<file path="config.mk">
export PLATFORM = sky130hd
export DESIGN_NAME = srcp_top
export DESIGN_NICKNAME = d
export VERILOG_FILES = /design/src/srcp_pkg.sv /design/src/srcp_sync.sv /design/src/srcp_top.sv
export SDC_FILE = /design/constraint.sdc
export NUM_CORES = 1
export LEC_CHECK = 0
export BUFFER_PORTS_ARGS = -buffer_cell sky130_fd_sc_hd__buf_2
export CAP_MARGIN = 20
export CORE_MARGIN = 8
export CORE_UTILIZATION = 55
export CTS_BUF_LIST = sky130_fd_sc_hd__clkbuf_8
export DETAILED_ROUTE_END_ITERATION = 8
export PLACE_DENSITY = 0.77
export SETUP_SLACK_MARGIN = 0.4
export SLEW_MARGIN = 0
export SYNTH_ARGS = -nofsm -noshare
export SYNTH_HDL_FRONTEND = slang
export SYNTH_SLANG_ARGS = --single-unit
</file>
<file path="constraint.sdc">
create_clock -name clock -period 3.01 [get_ports clock]
set_clock_uncertainty 0.2 [all_clocks]
set_input_delay 0 -clock clock [delete_from_list [all_inputs] [get_ports clock]]
set_output_delay 0 -clock clock [all_outputs]
set_load 0.1 [all_outputs]
</file>
<file path="src/srcp_pkg.sv">
// Shared constants and types for the serial register command port
package srcp_pkg;
    localparam int FRAME_BITS = 16;
    localparam int REG_COUNT = 8;
    // Register offsets
    localparam logic [3:0] OFS_DEVICE_STATUS_FLAGS = 4'h0;
    localparam logic [3:0] OFS_POWER_DOWN_CONFIG = 4'h1;
    localparam logic [3:0] OFS_SERIAL_PROTOCOL_CONFIG = 4'h2;
    localparam logic [3:0] OFS_OUTPUT_LANE_COUNT = 4'h3;
    localparam logic [3:0] OFS_STROBE_RETIMER_CONFIG = 4'h4;
    localparam logic [3:0] OFS_RESULT_WORD_FORMAT = 4'h5;
    localparam logic [3:0] OFS_AVERAGING_CONFIG = 4'h6;
    localparam logic [3:0] OFS_HALF_REFERENCE_OFFSET_SELECT = 4'h7;
    localparam logic [3:0] OFS_LAST = 4'h7;
    // Field positions in the protocol configuration register
    localparam int CLOCK_POLARITY_BIT_POS = 1;
    localparam int CLOCK_PHASE_BIT_POS = 0;
    // Values after reset
    localparam logic [7:0] REG_RESET = 8'h00;
    localparam logic [4:0] COUNT_RESET = 5'h00;
    localparam logic [15:0] WORD_RESET = 16'h0000;
    // Writable bits; reserved bits read as zero
    localparam logic [7:0] STATUS_STICKY_MASK = 8'h06;
    localparam logic [7:0] POWER_DOWN_MASK = 8'h2b;
    localparam logic [7:0] PROTOCOL_MASK = 8'h73;
    localparam logic [7:0] FULL_MASK = 8'hff;
    // Opcodes
    typedef enum logic [3:0] {
        OP_NO_OP_LOW_CODE = 4'h0,
        OP_WRITE = 4'h1,
        OP_READ = 4'h2,
        OP_SET_BITS = 4'h5,
        OP_CLEAR_BITS = 4'h6,
        OP_NO_OP_HIGH_CODE = 4'hf
    } srcp_opcode_t;
    typedef struct packed {
        logic [3:0] opcode;
        logic [3:0] addr;
        logic [7:0] data;
    } srcp_frame_t;
endpackage

</file>
<file path="src/srcp_sync.sv">
// Two-stage synchroniser for pin inputs
`timescale 1ns/1ps
module srcp_sync
    import srcp_pkg::*;
#(
    parameter int WIDTH = 4,
    parameter logic [WIDTH-1:0] RST_VALUE = '0
) (
    input wire logic clock,
    input wire logic rst_n,
    input wire logic [WIDTH-1:0] async_in,
    output logic [WIDTH-1:0] sync_out
);
    logic [WIDTH-1:0] stage1;

    always_ff @(posedge clock) begin
        if (!rst_n) begin
            stage1 <= RST_VALUE;
            sync_out <= RST_VALUE;
        end else begin
            stage1 <= async_in;
            sync_out <= stage1;
        end
    end
endmodule

</file>
<file path="src/srcp_top.sv">
// Serial register command port: frame capture, decode and register file
// Notes on behaviour
// - Frames are accepted in all four clock polarity and phase modes.
// - After reset the port runs polarity 0, phase 0.
// - Bits captured on rising edges for phase 0, falling edges for phase 1.
// - Polarity and phase follow the fields of the protocol configuration register.
// - Opcodes 0000 and 1111 change no register.
// - Opcode 0001 writes the data field to the addressed register; in the status flags register, ones clear.
// - Opcode 0010 reads the addressed register; host sends 00h or FFh data.
// - Read data is shifted out during the following frame.
// - Opcode 0101 sets register bits where data bits are one, except in the status flags register.
// - Opcode 0110 clears register bits where data bits are one.
// - All other opcodes are no-operations.
// - Protocol register bit 1 is polarity, bit 0 phase, for reads and writes.
`timescale 1ns/1ps
module srcp_top
    import srcp_pkg::*;
(
    input wire logic clock,
    input wire logic rst_n,
    input wire logic serial_clock,
    input wire logic chip_select_n,
    input wire logic serial_in,
    input wire logic conversion_start_pin,
    input wire logic [1:0] status_event,
    output logic serial_out,
    output logic serial_out_oe,
    output logic [REG_COUNT-1:0][7:0] reg_file,
    output logic clock_polarity_bit,
    output logic clock_phase_bit
);
    // ****************************************
    // Pin synchronisation
    // ****************************************
    logic [3:0] pins_sync;
    logic sclk_s;
    logic cs_n_s;
    logic sdi_s;
    logic conversion_start_pin_s;
    logic sclk_d;
    logic cs_n_d;

    srcp_sync #(.WIDTH(4), .RST_VALUE(4'h4)) u_sync (
        .clock(clock),
        .rst_n(rst_n),
        .async_in({conversion_start_pin, chip_select_n, serial_in, serial_clock}),
        .sync_out(pins_sync)
    );

    assign sclk_s = pins_sync[0];
    assign sdi_s = pins_sync[1];
    assign cs_n_s = pins_sync[2];
    assign conversion_start_pin_s = pins_sync[3];

    always_ff @(posedge clock) begin
        if (!rst_n) begin
            sclk_d <= 1'b0;
            cs_n_d <= 1'b1;
        end else begin
            sclk_d <= sclk_s;
            cs_n_d <= cs_n_s;
        end
    end

    // ****************************************
    // Edge selection
    // ****************************************
    logic rise;
    logic fall;
    logic in_frame;
    logic cs_fall;
    logic cs_rise;
    logic capture_edge;
    logic launch_edge;

    assign rise = sclk_s & ~sclk_d;
    assign fall = ~sclk_s & sclk_d;
    assign in_frame = ~cs_n_s;
    assign cs_fall = ~cs_n_s & cs_n_d;
    assign cs_rise = cs_n_s & ~cs_n_d;
    // Capture edge follows phase alone; polarity only sets the idle level
    assign capture_edge = in_frame & (clock_phase_bit ? fall : rise);
    assign launch_edge = in_frame & (clock_phase_bit ? rise : fall);

    // ****************************************
    // Frame capture
    // ****************************************
    logic [15:0] rx_shift;
    logic [4:0] rx_count;
    srcp_frame_t frame;

    always_ff @(posedge clock) begin
        if (!rst_n) begin
            rx_shift <= WORD_RESET;
            rx_count <= COUNT_RESET;
        end else if (cs_fall) begin
            rx_count <= COUNT_RESET;
        end else if (capture_edge) begin
            rx_shift <= {rx_shift[14:0], sdi_s};
            // Saturate so an over-long frame never aliases to 16
            if (rx_count != 5'h1f) begin
                rx_count <= rx_count + 5'h01;
            end
        end
    end

    assign frame = srcp_frame_t'(rx_shift);

    // ****************************************
    // Command decode
    // ****************************************
    logic execute;
    logic addr_ok;

    // Conversion start low marks a conversion frame, so no register op runs
    assign execute = cs_rise & (rx_count == 5'(FRAME_BITS)) & conversion_start_pin_s;
    assign addr_ok = frame.addr <= OFS_LAST;

    function automatic logic [7:0] write_mask(input logic [3:0] addr);
        if (addr == OFS_POWER_DOWN_CONFIG) begin
            write_mask = POWER_DOWN_MASK;
        end else if (addr == OFS_SERIAL_PROTOCOL_CONFIG) begin
            write_mask = PROTOCOL_MASK;
        end else begin
            write_mask = FULL_MASK;
        end
    endfunction

    // ****************************************
    // Register file
    // ****************************************
    genvar gi;
    generate
        for (gi = 1; gi < REG_COUNT; gi++) begin : g_cfg
            always_ff @(posedge clock) begin
                if (!rst_n) begin
                    reg_file[gi] <= REG_RESET;
                end else if (execute && addr_ok && frame.addr == 4'(gi)) begin
                    case (frame.opcode)
                        OP_WRITE: begin
                            reg_file[gi] <= frame.data & write_mask(4'(gi));
                        end
                        OP_SET_BITS: begin
                            reg_file[gi] <= (reg_file[gi] | frame.data) & write_mask(4'(gi));
                        end
                        OP_CLEAR_BITS: begin
                            reg_file[gi] <= reg_file[gi] & ~frame.data;
                        end
                        default: begin
                            reg_file[gi] <= reg_file[gi];
                        end
                    endcase
                end
            end
        end
    endgenerate

    // Status flags are sticky; a write of one clears, a new event wins
    logic [7:0] status_clear;

    always_comb begin
        status_clear = 8'h00;
        if (execute && frame.addr == OFS_DEVICE_STATUS_FLAGS) begin
            if (frame.opcode == OP_WRITE || frame.opcode == OP_CLEAR_BITS) begin
                status_clear = frame.data & STATUS_STICKY_MASK;
            end
        end
    end

    always_ff @(posedge clock) begin
        if (!rst_n) begin
            reg_file[0] <= REG_RESET;
        end else begin
            reg_file[0] <= ((reg_file[0] & ~status_clear) | {5'h00, status_event, 1'b0})
                & STATUS_STICKY_MASK;
        end
    end

    assign clock_polarity_bit = reg_file[OFS_SERIAL_PROTOCOL_CONFIG][CLOCK_POLARITY_BIT_POS];
    assign clock_phase_bit = reg_file[OFS_SERIAL_PROTOCOL_CONFIG][CLOCK_PHASE_BIT_POS];

    // ****************************************
    // Readback
    // ****************************************
    logic [15:0] tx_pending;
    logic [15:0] tx_shift;
    logic first_launch;

    always_ff @(posedge clock) begin
        if (!rst_n) begin
            tx_pending <= WORD_RESET;
        end else if (execute) begin
            if (frame.opcode == OP_READ && addr_ok) begin
                tx_pending <= {reg_file[frame.addr[2:0]], 8'h00};
            end else begin
                tx_pending <= WORD_RESET;
            end
        end else if (cs_rise) begin
            tx_pending <= WORD_RESET;
        end
    end

    always_ff @(posedge clock) begin
        if (!rst_n) begin
            tx_shift <= WORD_RESET;
            first_launch <= 1'b0;
        end else if (cs_fall) begin
            tx_shift <= tx_pending;
            first_launch <= clock_polarity_bit ^ clock_phase_bit;
        end else if (launch_edge) begin
            // When the first edge launches, the MSB already stands from chip select
            if (first_launch) begin
                first_launch <= 1'b0;
            end else begin
                tx_shift <= {tx_shift[14:0], 1'b0};
            end
        end
    end

    always_ff @(posedge clock) begin
        if (!rst_n) begin
            serial_out <= 1'b0;
            serial_out_oe <= 1'b0;
        end else begin
            serial_out <= cs_fall ? tx_pending[15] : tx_shift[15];
            serial_out_oe <= in_frame;
        end
    end
endmodule

</file>
Word level (Yosys, flattened, before mapping)
Index checks and enable logic that the tools add are counted.
{"block": "totals", "output_inout_bits": 68, "inputBits": 8, "word_cells": 117, "reg_bits": 124}
{"block": "classes", "order_cmp": 2, "n_eq_ne": 14, "bitwise_logic": 33, "addsub": 1, "muxes": 22, "reduce_logical": 26}
{"operator": "$pmux 8 s3", "n": 7}
{"operator": "$mux 16", "n": 6}
{"operator": "$and 8x8->8", "n": 7}
{"operator": "$or 8x8->8", "n": 5}
{"operator": "$bmux 8 s3", "n": 1}
{"operator": "$eq 4x3->1 const B", "n": 6}
{"operator": "$reduce_and 2->1", "n": 10}
{"operator": "$eq 4x2->1 const B", "n": 3}
{"operator": "$logic_and 1x1->1", "n": 10}
{"operator": "$and 1x1->1", "n": 8}
{"operator": "$eq 4x1->1 const B", "n": 2}
{"operator": "$mux 8", "n": 1}
{"operator": "$not 8->8", "n": 1}
{"operator": "$or 7x7->7", "n": 1}
{"operator": "$mux 3", "n": 2}
{"operator": "$not 1->1", "n": 6}
{"operator": "$or 6x6->6", "n": 1}
{"operator": "$add 5x1->5 const B", "n": 1}
{"operator": "$eq 5x5->1 const B", "n": 1}
{"operator": "$mux 1", "n": 5}
{"operator": "$ne 5x5->1 const B", "n": 1}
{"operator": "$le 4x3->1 const B", "n": 1}
{"operator": "$logic_not 4->1", "n": 1}
{"operator": "$lt 3x4->1 const B", "n": 1}
{"operator": "9 further kinds", "n": 10}

Depth between registers and ports, before layout
{"block": "depth", "word_depth": 9, "ltp_mapped": 8, "ltp_nobuf": 7}

By module
Synthesis repeated with hierarchy kept, for this count alone.
{"block": "hier_totals", "cells_unflattened": 581, "area_unflattened_um2": 5549.1}
{"mod": "srcp_top", "cells_each": 565, "instances": 1, "seq_area_each_um2": 2001.9, "area_per_inst_um2": 5338.9}
{"mod": "srcp_sync", "cells_each": 16, "instances": 1, "seq_area_each_um2": 160.2, "area_per_inst_um2": 210.2}

Worst setup path after synthesis
OpenSTA, ideal clock, no wires.
{"block": "synth_path", "path_type": "register to register", "startpoint": "register reg_file (netlist bit clock_phase_bit)", "endpoint": "register rx_shift[10], in the netlist frame[10]", "setup_time_ps": 128, "stages_incl_launch_ff": 6, "synth_period_minus_slack_ps": 2715, "n_path_buf": 1, "t_required_ps": 2682, "slack_ps": 295, "t_arrival_ps": 2388, "cell_sequence": "dfxtp_1 > nor3b_1 > o21ai_1 > buf_2 > mux2i_1 > nor2_1"}
{"block": "synth_via", "elab_chain_cells": 3}
{"item": "from (decl)", "line": "srcp_top.sv:28", "rtl": "output logic [REG_COUNT-1:0][7:0] reg_file,"}
{"item": "from (signal, indexed assignment)", "line": "srcp_top.sv:141", "rtl": "reg_file[gi] <= frame.data & write_mask(4'(gi));"}
{"item": "from (signal, indexed assignment)", "line": "srcp_top.sv:144", "rtl": "reg_file[gi] <= (reg_file[gi] | frame.data) & write_mask(4'(gi));"}
{"item": "from (signal, indexed assignment)", "line": "srcp_top.sv:147", "rtl": "reg_file[gi] <= reg_file[gi] & ~frame.data;"}
{"item": "$mux 1", "line": "srcp_top.sv:82", "rtl": "assign capture_edge = in_frame & (clock_phase_bit ? fall : rise);"}
{"item": "$and 1x1->1", "line": "srcp_top.sv:82"}
{"item": "$reduce_and 2->1 (no line)"}
{"item": "to (signal assigned)", "line": "srcp_top.sv:99", "rtl": "rx_shift <= {rx_shift[14:0], sdi_s};"}
{"item": "to (decl)", "line": "srcp_top.sv:88", "rtl": "logic [15:0] rx_shift;"}
Every way passes these cells.
A chain may end at the register's enable or synchronous reset.

Worst setup path after layout
{"block": "layout_path", "startpoint": "register rx_shift[11], in the netlist frame[11]", "endpoint": "register reg_file[22] in the netlist's numbering"}
{"block": "layout_via", "elab_chain_cells": 4, "word_cells_on_any_way": 5, "classes_between": "order compare (1); eq/ne (1); reduce/logical (3)"}
{"item": "$le 4x3->1", "line": "srcp_top.sv:117", "rtl": "assign addr_ok = frame.addr <= OFS_LAST;"}
{"item": "$logic_and 1x1->1", "line": "srcp_top.sv:138", "rtl": "end else if (execute && addr_ok && frame.addr == 4'(gi)) begin"}
{"item": "$logic_and 1x1->1 (*)", "line": "srcp_top.sv:138"}
{"item": "$reduce_and 2->1 (no line) (*)"}
Mark *: on every way between the ends. The rest lies on a longest branch, timed or not.

==> metrics list <==
- Hold violation total from the final report: 0
- Entering global routing, the biggest net connects 48 pins.
- Std-Cell Rows: 35
- Cell type group with the largest total delay on the critical path: simple AND/OR/NAND/NOR gates
- Remaining antenna violation count after routing: 0
- Net switching is 23.8% of the power.
- For the worst setup path, the data arrival time is 2.70 ns.
- Antenna Cells: 0
* Clock latency at the later pin of the worst-skew pair: around 0.38 ns
* Number of synthesis warnings: 0
- Wire length of the first global-routing pass: 23.4 mm
- CTS saw 108 sinks.
- Crit-path slowest cell: or4b_4
* Share of layout cells above drive strength 1: 25.0%
- EDFF count, synth: 0
- After layout, the worst path uses a little under nine tenths of the clock period.
* Setup repair after global routing missed its margin: true
* Distinct cells, synth: 56
- In this run the power density over the cells is 453 mW/mm².
* Horizontal die dimension: 112 µm
- For this run, design rule violations remaining after detail routing come to 0.
* Peak fanout along the critical path: 16
- Library cell used as clock root buffer: clkbuf_8
* Worst path max stage delay: about 0.57 ns
* Die Outline Area: 0.0125 mm²
- Proportion of power drawn by the clock network: 41.0%
- Count of non-filler cells in the finished layout: slightly above 700
* Number of H-tree branching levels: 3
* Switching power summed over all nets: 0.638 mW
- Counting the buffers created by CTS gives 9.
* CTS clock-pin slew for the worst setup and hold paths: 0.11 ns
- Cell count after synthesis: between 500 and 600
- Post-route standard cell area excluding fillers: 0.00592 mm²
- dfxtp_1 takes more of the synthesized area than any other cell.
- In this run, placement finished with an instance count of 687.
* CP Capture Type: flop
* Number of buffer and inverter stages on the critical path: 1
* Smallest hold slack: 0.176 ns
- The initial antenna violation count came to 0.
- The total area inside the core boundary comes to 0.00906 mm².
* GR Layer Usage met2: 37.7%
* Met1 Usage GRT: roughly 29%
- For this run, the leading register cell type out of synthesis is dfxtp_1.
- After detailed routing, the average wire length per cell comes to 20.3 µm.
- Final-report max-slew violation count: 0
* Share of total power in sequential cells: 54.0%
* Highest Clock Rate: 388 MHz
- The worst pin sits at a relative slew slack of 48.4%.
- For this configuration, the core starts out at a cell density of a little under three fifths.
- Internal power comes to 2.04 mW.
- The HPWL after detailed placement is 10.1 mm.
- Crit. path cell count: 5
- Total Negative Setup Slacks: 0 ns
* Number of synthesized register bits: 108
* Final WL: 14.6 mm
* Result of the run: complete, no violations
- Setup violations remaining at the end of the flow were counted as 0.
* Worst-Margin Slew: 0.768 ns
- Worst min-delay path category: input pin to flop
- Cells traversed along the worst timing path: or4b_4, buf_4, or4_4, or4b_4, a22oi_2
* Cell area reported after detailed placement: about 0.0055 mm²
- Vias after detailed routing: ~4600
* Vias per std cell: between 6 and 7
- Cells fill 65.3% of the core in the end.
* Share of flip-flops with an asynchronous set or reset after synthesis: 0%
* Category of the most critical setup path: flop to flop
- At the end of the flow, the number of nets in the layout was slightly above 600.
* Worst hold path stage count: 3
- Summing the sequential cell areas from Yosys gives 43.0% of the chip area.
* Number of buffers on the longest clock path: 2
- Routability-driven placement finished with a final weighted congestion of ~0.9.
* Layout area overhead: 17.8%
- Proportion of netlist area held by the largest area contributor: a little over two fifths
* Logic depth of the worst register-to-register path: 5
* Number of optimization iterations in the first detailed-route pass: 5
- After the first detailed-routing iteration, the DRC count stood at 377.
- After synthesis the cells add up to 0.00503 mm².
- Clock period minus final worst setup slack: ~2.6 ns
* Number of buffers inserted by port buffering: a little under 70
- After global routing, the most crowded layer is met2.
- Comb power frac: 5.0%
- The via count of the first global-routing pass was 4466.
- Across the VDD grid, the largest voltage drop is 310 µV.
- Averaged over all synthesized cells, the footprint is 9.39 µm².
- Clock tree from TritonCTS: done
- For this run, global-route usage on met3 was measured as 5.03%.
* Gr usage total: 23.1%
- Req. time, crit path: 3.13 ns
* Ranking of synthesized cells by area: dfxtp_1 43%, mux4_2 4.5%, mux2i_1 4.2%, a211oi_1 4.0%, a41oi_1 3.7%
- The most numerous cell type found on the critical path is or4b_4.
- Cell leakage power: between 2 and 2.5 nW
* Die span in y: 112 µm
- STA classifies the critical path startpoint as a flop.
* Number of placed I/O pins: between 70 and 80
- Max-capacitance violation count: 0
- After global routing the overflow that remains totals 0.
[placed cells by master, fill, tap and decap left out, types with 4 or more instances in the layout]
master,instances
a211oi_1,26
a21boi_0,8
a21oi_1,17
a221oi_1,6
a22oi_1,4
a31oi_1,11
a41oi_1,21
and2_1,7
and3_1,4
and4_1,4
buf_2,69
buf_4,24
clkbuf_8,9
conb_1,6
dfxtp_1,103
dfxtp_2,4
dlygate4sd3_1,12
inv_1,12
mux2_2,6
mux2i_1,21
mux4_2,10
nand2_1,49
nand2b_1,9
nand4_1,4
nor2_1,43
nor2b_1,14
nor3_1,9
o21ai_0,8
o221a_2,7
o31ai_1,16
o32ai_1,6
xnor2_1,9
[sequential cells by signal, summed over array words and instances (netlist names), 4 cells and up]
name and count:
reg_file 56, frame 16, tx_pending 8, tx_shift 8
rx_count 5, u_sync.stage1 4, u_sync.sync_out 4
[cells in the mapped netlist, types with 7 or more instances]
| cell type | count |
|---|---|
| a21oi_1 | 17 |
| a21boi_0 | 8 |
| xnor2_1 | 9 |
| o21ai_0 | 8 |
| o31ai_1 | 16 |
| a31oi_1 | 11 |
| a41oi_1 | 21 |
| mux4_2 | 10 |
| nand2b_1 | 9 |
| nand2_1 | 49 |
| and2_1 | 7 |
| o221a_2 | 7 |
| inv_1 | 12 |
| clkbuf_1 | 36 |
| nor2_1 | 43 |
| mux2i_1 | 21 |
| nor3_1 | 10 |
| a211oi_1 | 27 |
| nor2b_1 | 14 |
| dfxtp_1 | 108 |
| buf_4 | 8 |
| buf_2 | 7 |
[layout make-up]
class,instances,area [µm²]
Timing Repair Buffer,106,661
Sequential cell,108,2170
Inverter,12,45.0
Fill cell,775,3140
Clock buffer,9,124
Multi-Input combinational cell,367,2650
Clock inverter,7,128
Tap cell,111,139
[cells by family (layout without fill, tap and decap cells)]
kind of cell / count (synthesis) / in the layout / share of synthesized area, %
adder cells (fa/ha/maj): 3 / 3 / 0.747
buffers and inverters: 65 / 134 / 5.63
AND/OR/NAND/NOR: 167 / 167 / 17.3
multiplexers: 37 / 37 / 10.0
flip-flops: 108 / 108 / 43.0
AO/OA/AOI/OAI: 142 / 142 / 21.1
other: 1 / 6 / 0.0746
XOR/XNOR: 12 / 12 / 2.09
[repair_timing]
| item | CTS | global route |
|---|---|---|
| hold buffers | 13 | 0 |
| buffers inserted | 0 | 5 |
| pin swaps | 0 | 3 |
| endpoints found under the hold margin | 36 | 0 |
| setup endpoints to repair | 12 | 9 |
| resized for setup | 1 | 8 |
[worst paths after layout]
kind / endpoint / from / slack (ns)
hold / removal: reg_file[2] / status_event[1] / 0.18
hold reg to reg: u_sync.sync_out[2] / u_sync.stage1[2] / 0.22
setup / recovery: reg_file[22] / frame[11] / 0.43
setup reg to reg: reg_file[22] / frame[11] / 0.43
[worst min-delay path: stages]
cell and delay [ns]:
dlygate4sd3_1 0.52, buf_2 0.11, o21a_1 0.10
[metal layers]
layer  up-vias  share of wire [%]  wire length [µm]
met2       205                 48              7040
met3        35                7.5              1090
met1      2210                 41              6050
met4         0                2.8               409
li1       2106                  -                 -
met5         -                  0                 0
[stage by stage]
stage / power [mW] / setup slack, ns
2_1_floorplan: 1.59 / 0.687
3_3_place_gp: 1.60 / 0.360
3_5_place_dp: 1.60 / 0.285
4_1_cts: 2.69 / 0.448
5_1_grt: 2.76 / 0.363
6_report: 2.68 / 0.434
[power groups by stage]
stage	clock network, mW	registers (mW)	logic [mW]
finish	1.10	1.45	0.135
detailed placement	0	1.48	0.122
floorplan	0	1.50	0.0885
CTS	1.10	1.45	0.135
global placement	0	1.48	0.121
global route	1.17	1.45	0.145
(Power assumes the default switching activity.)
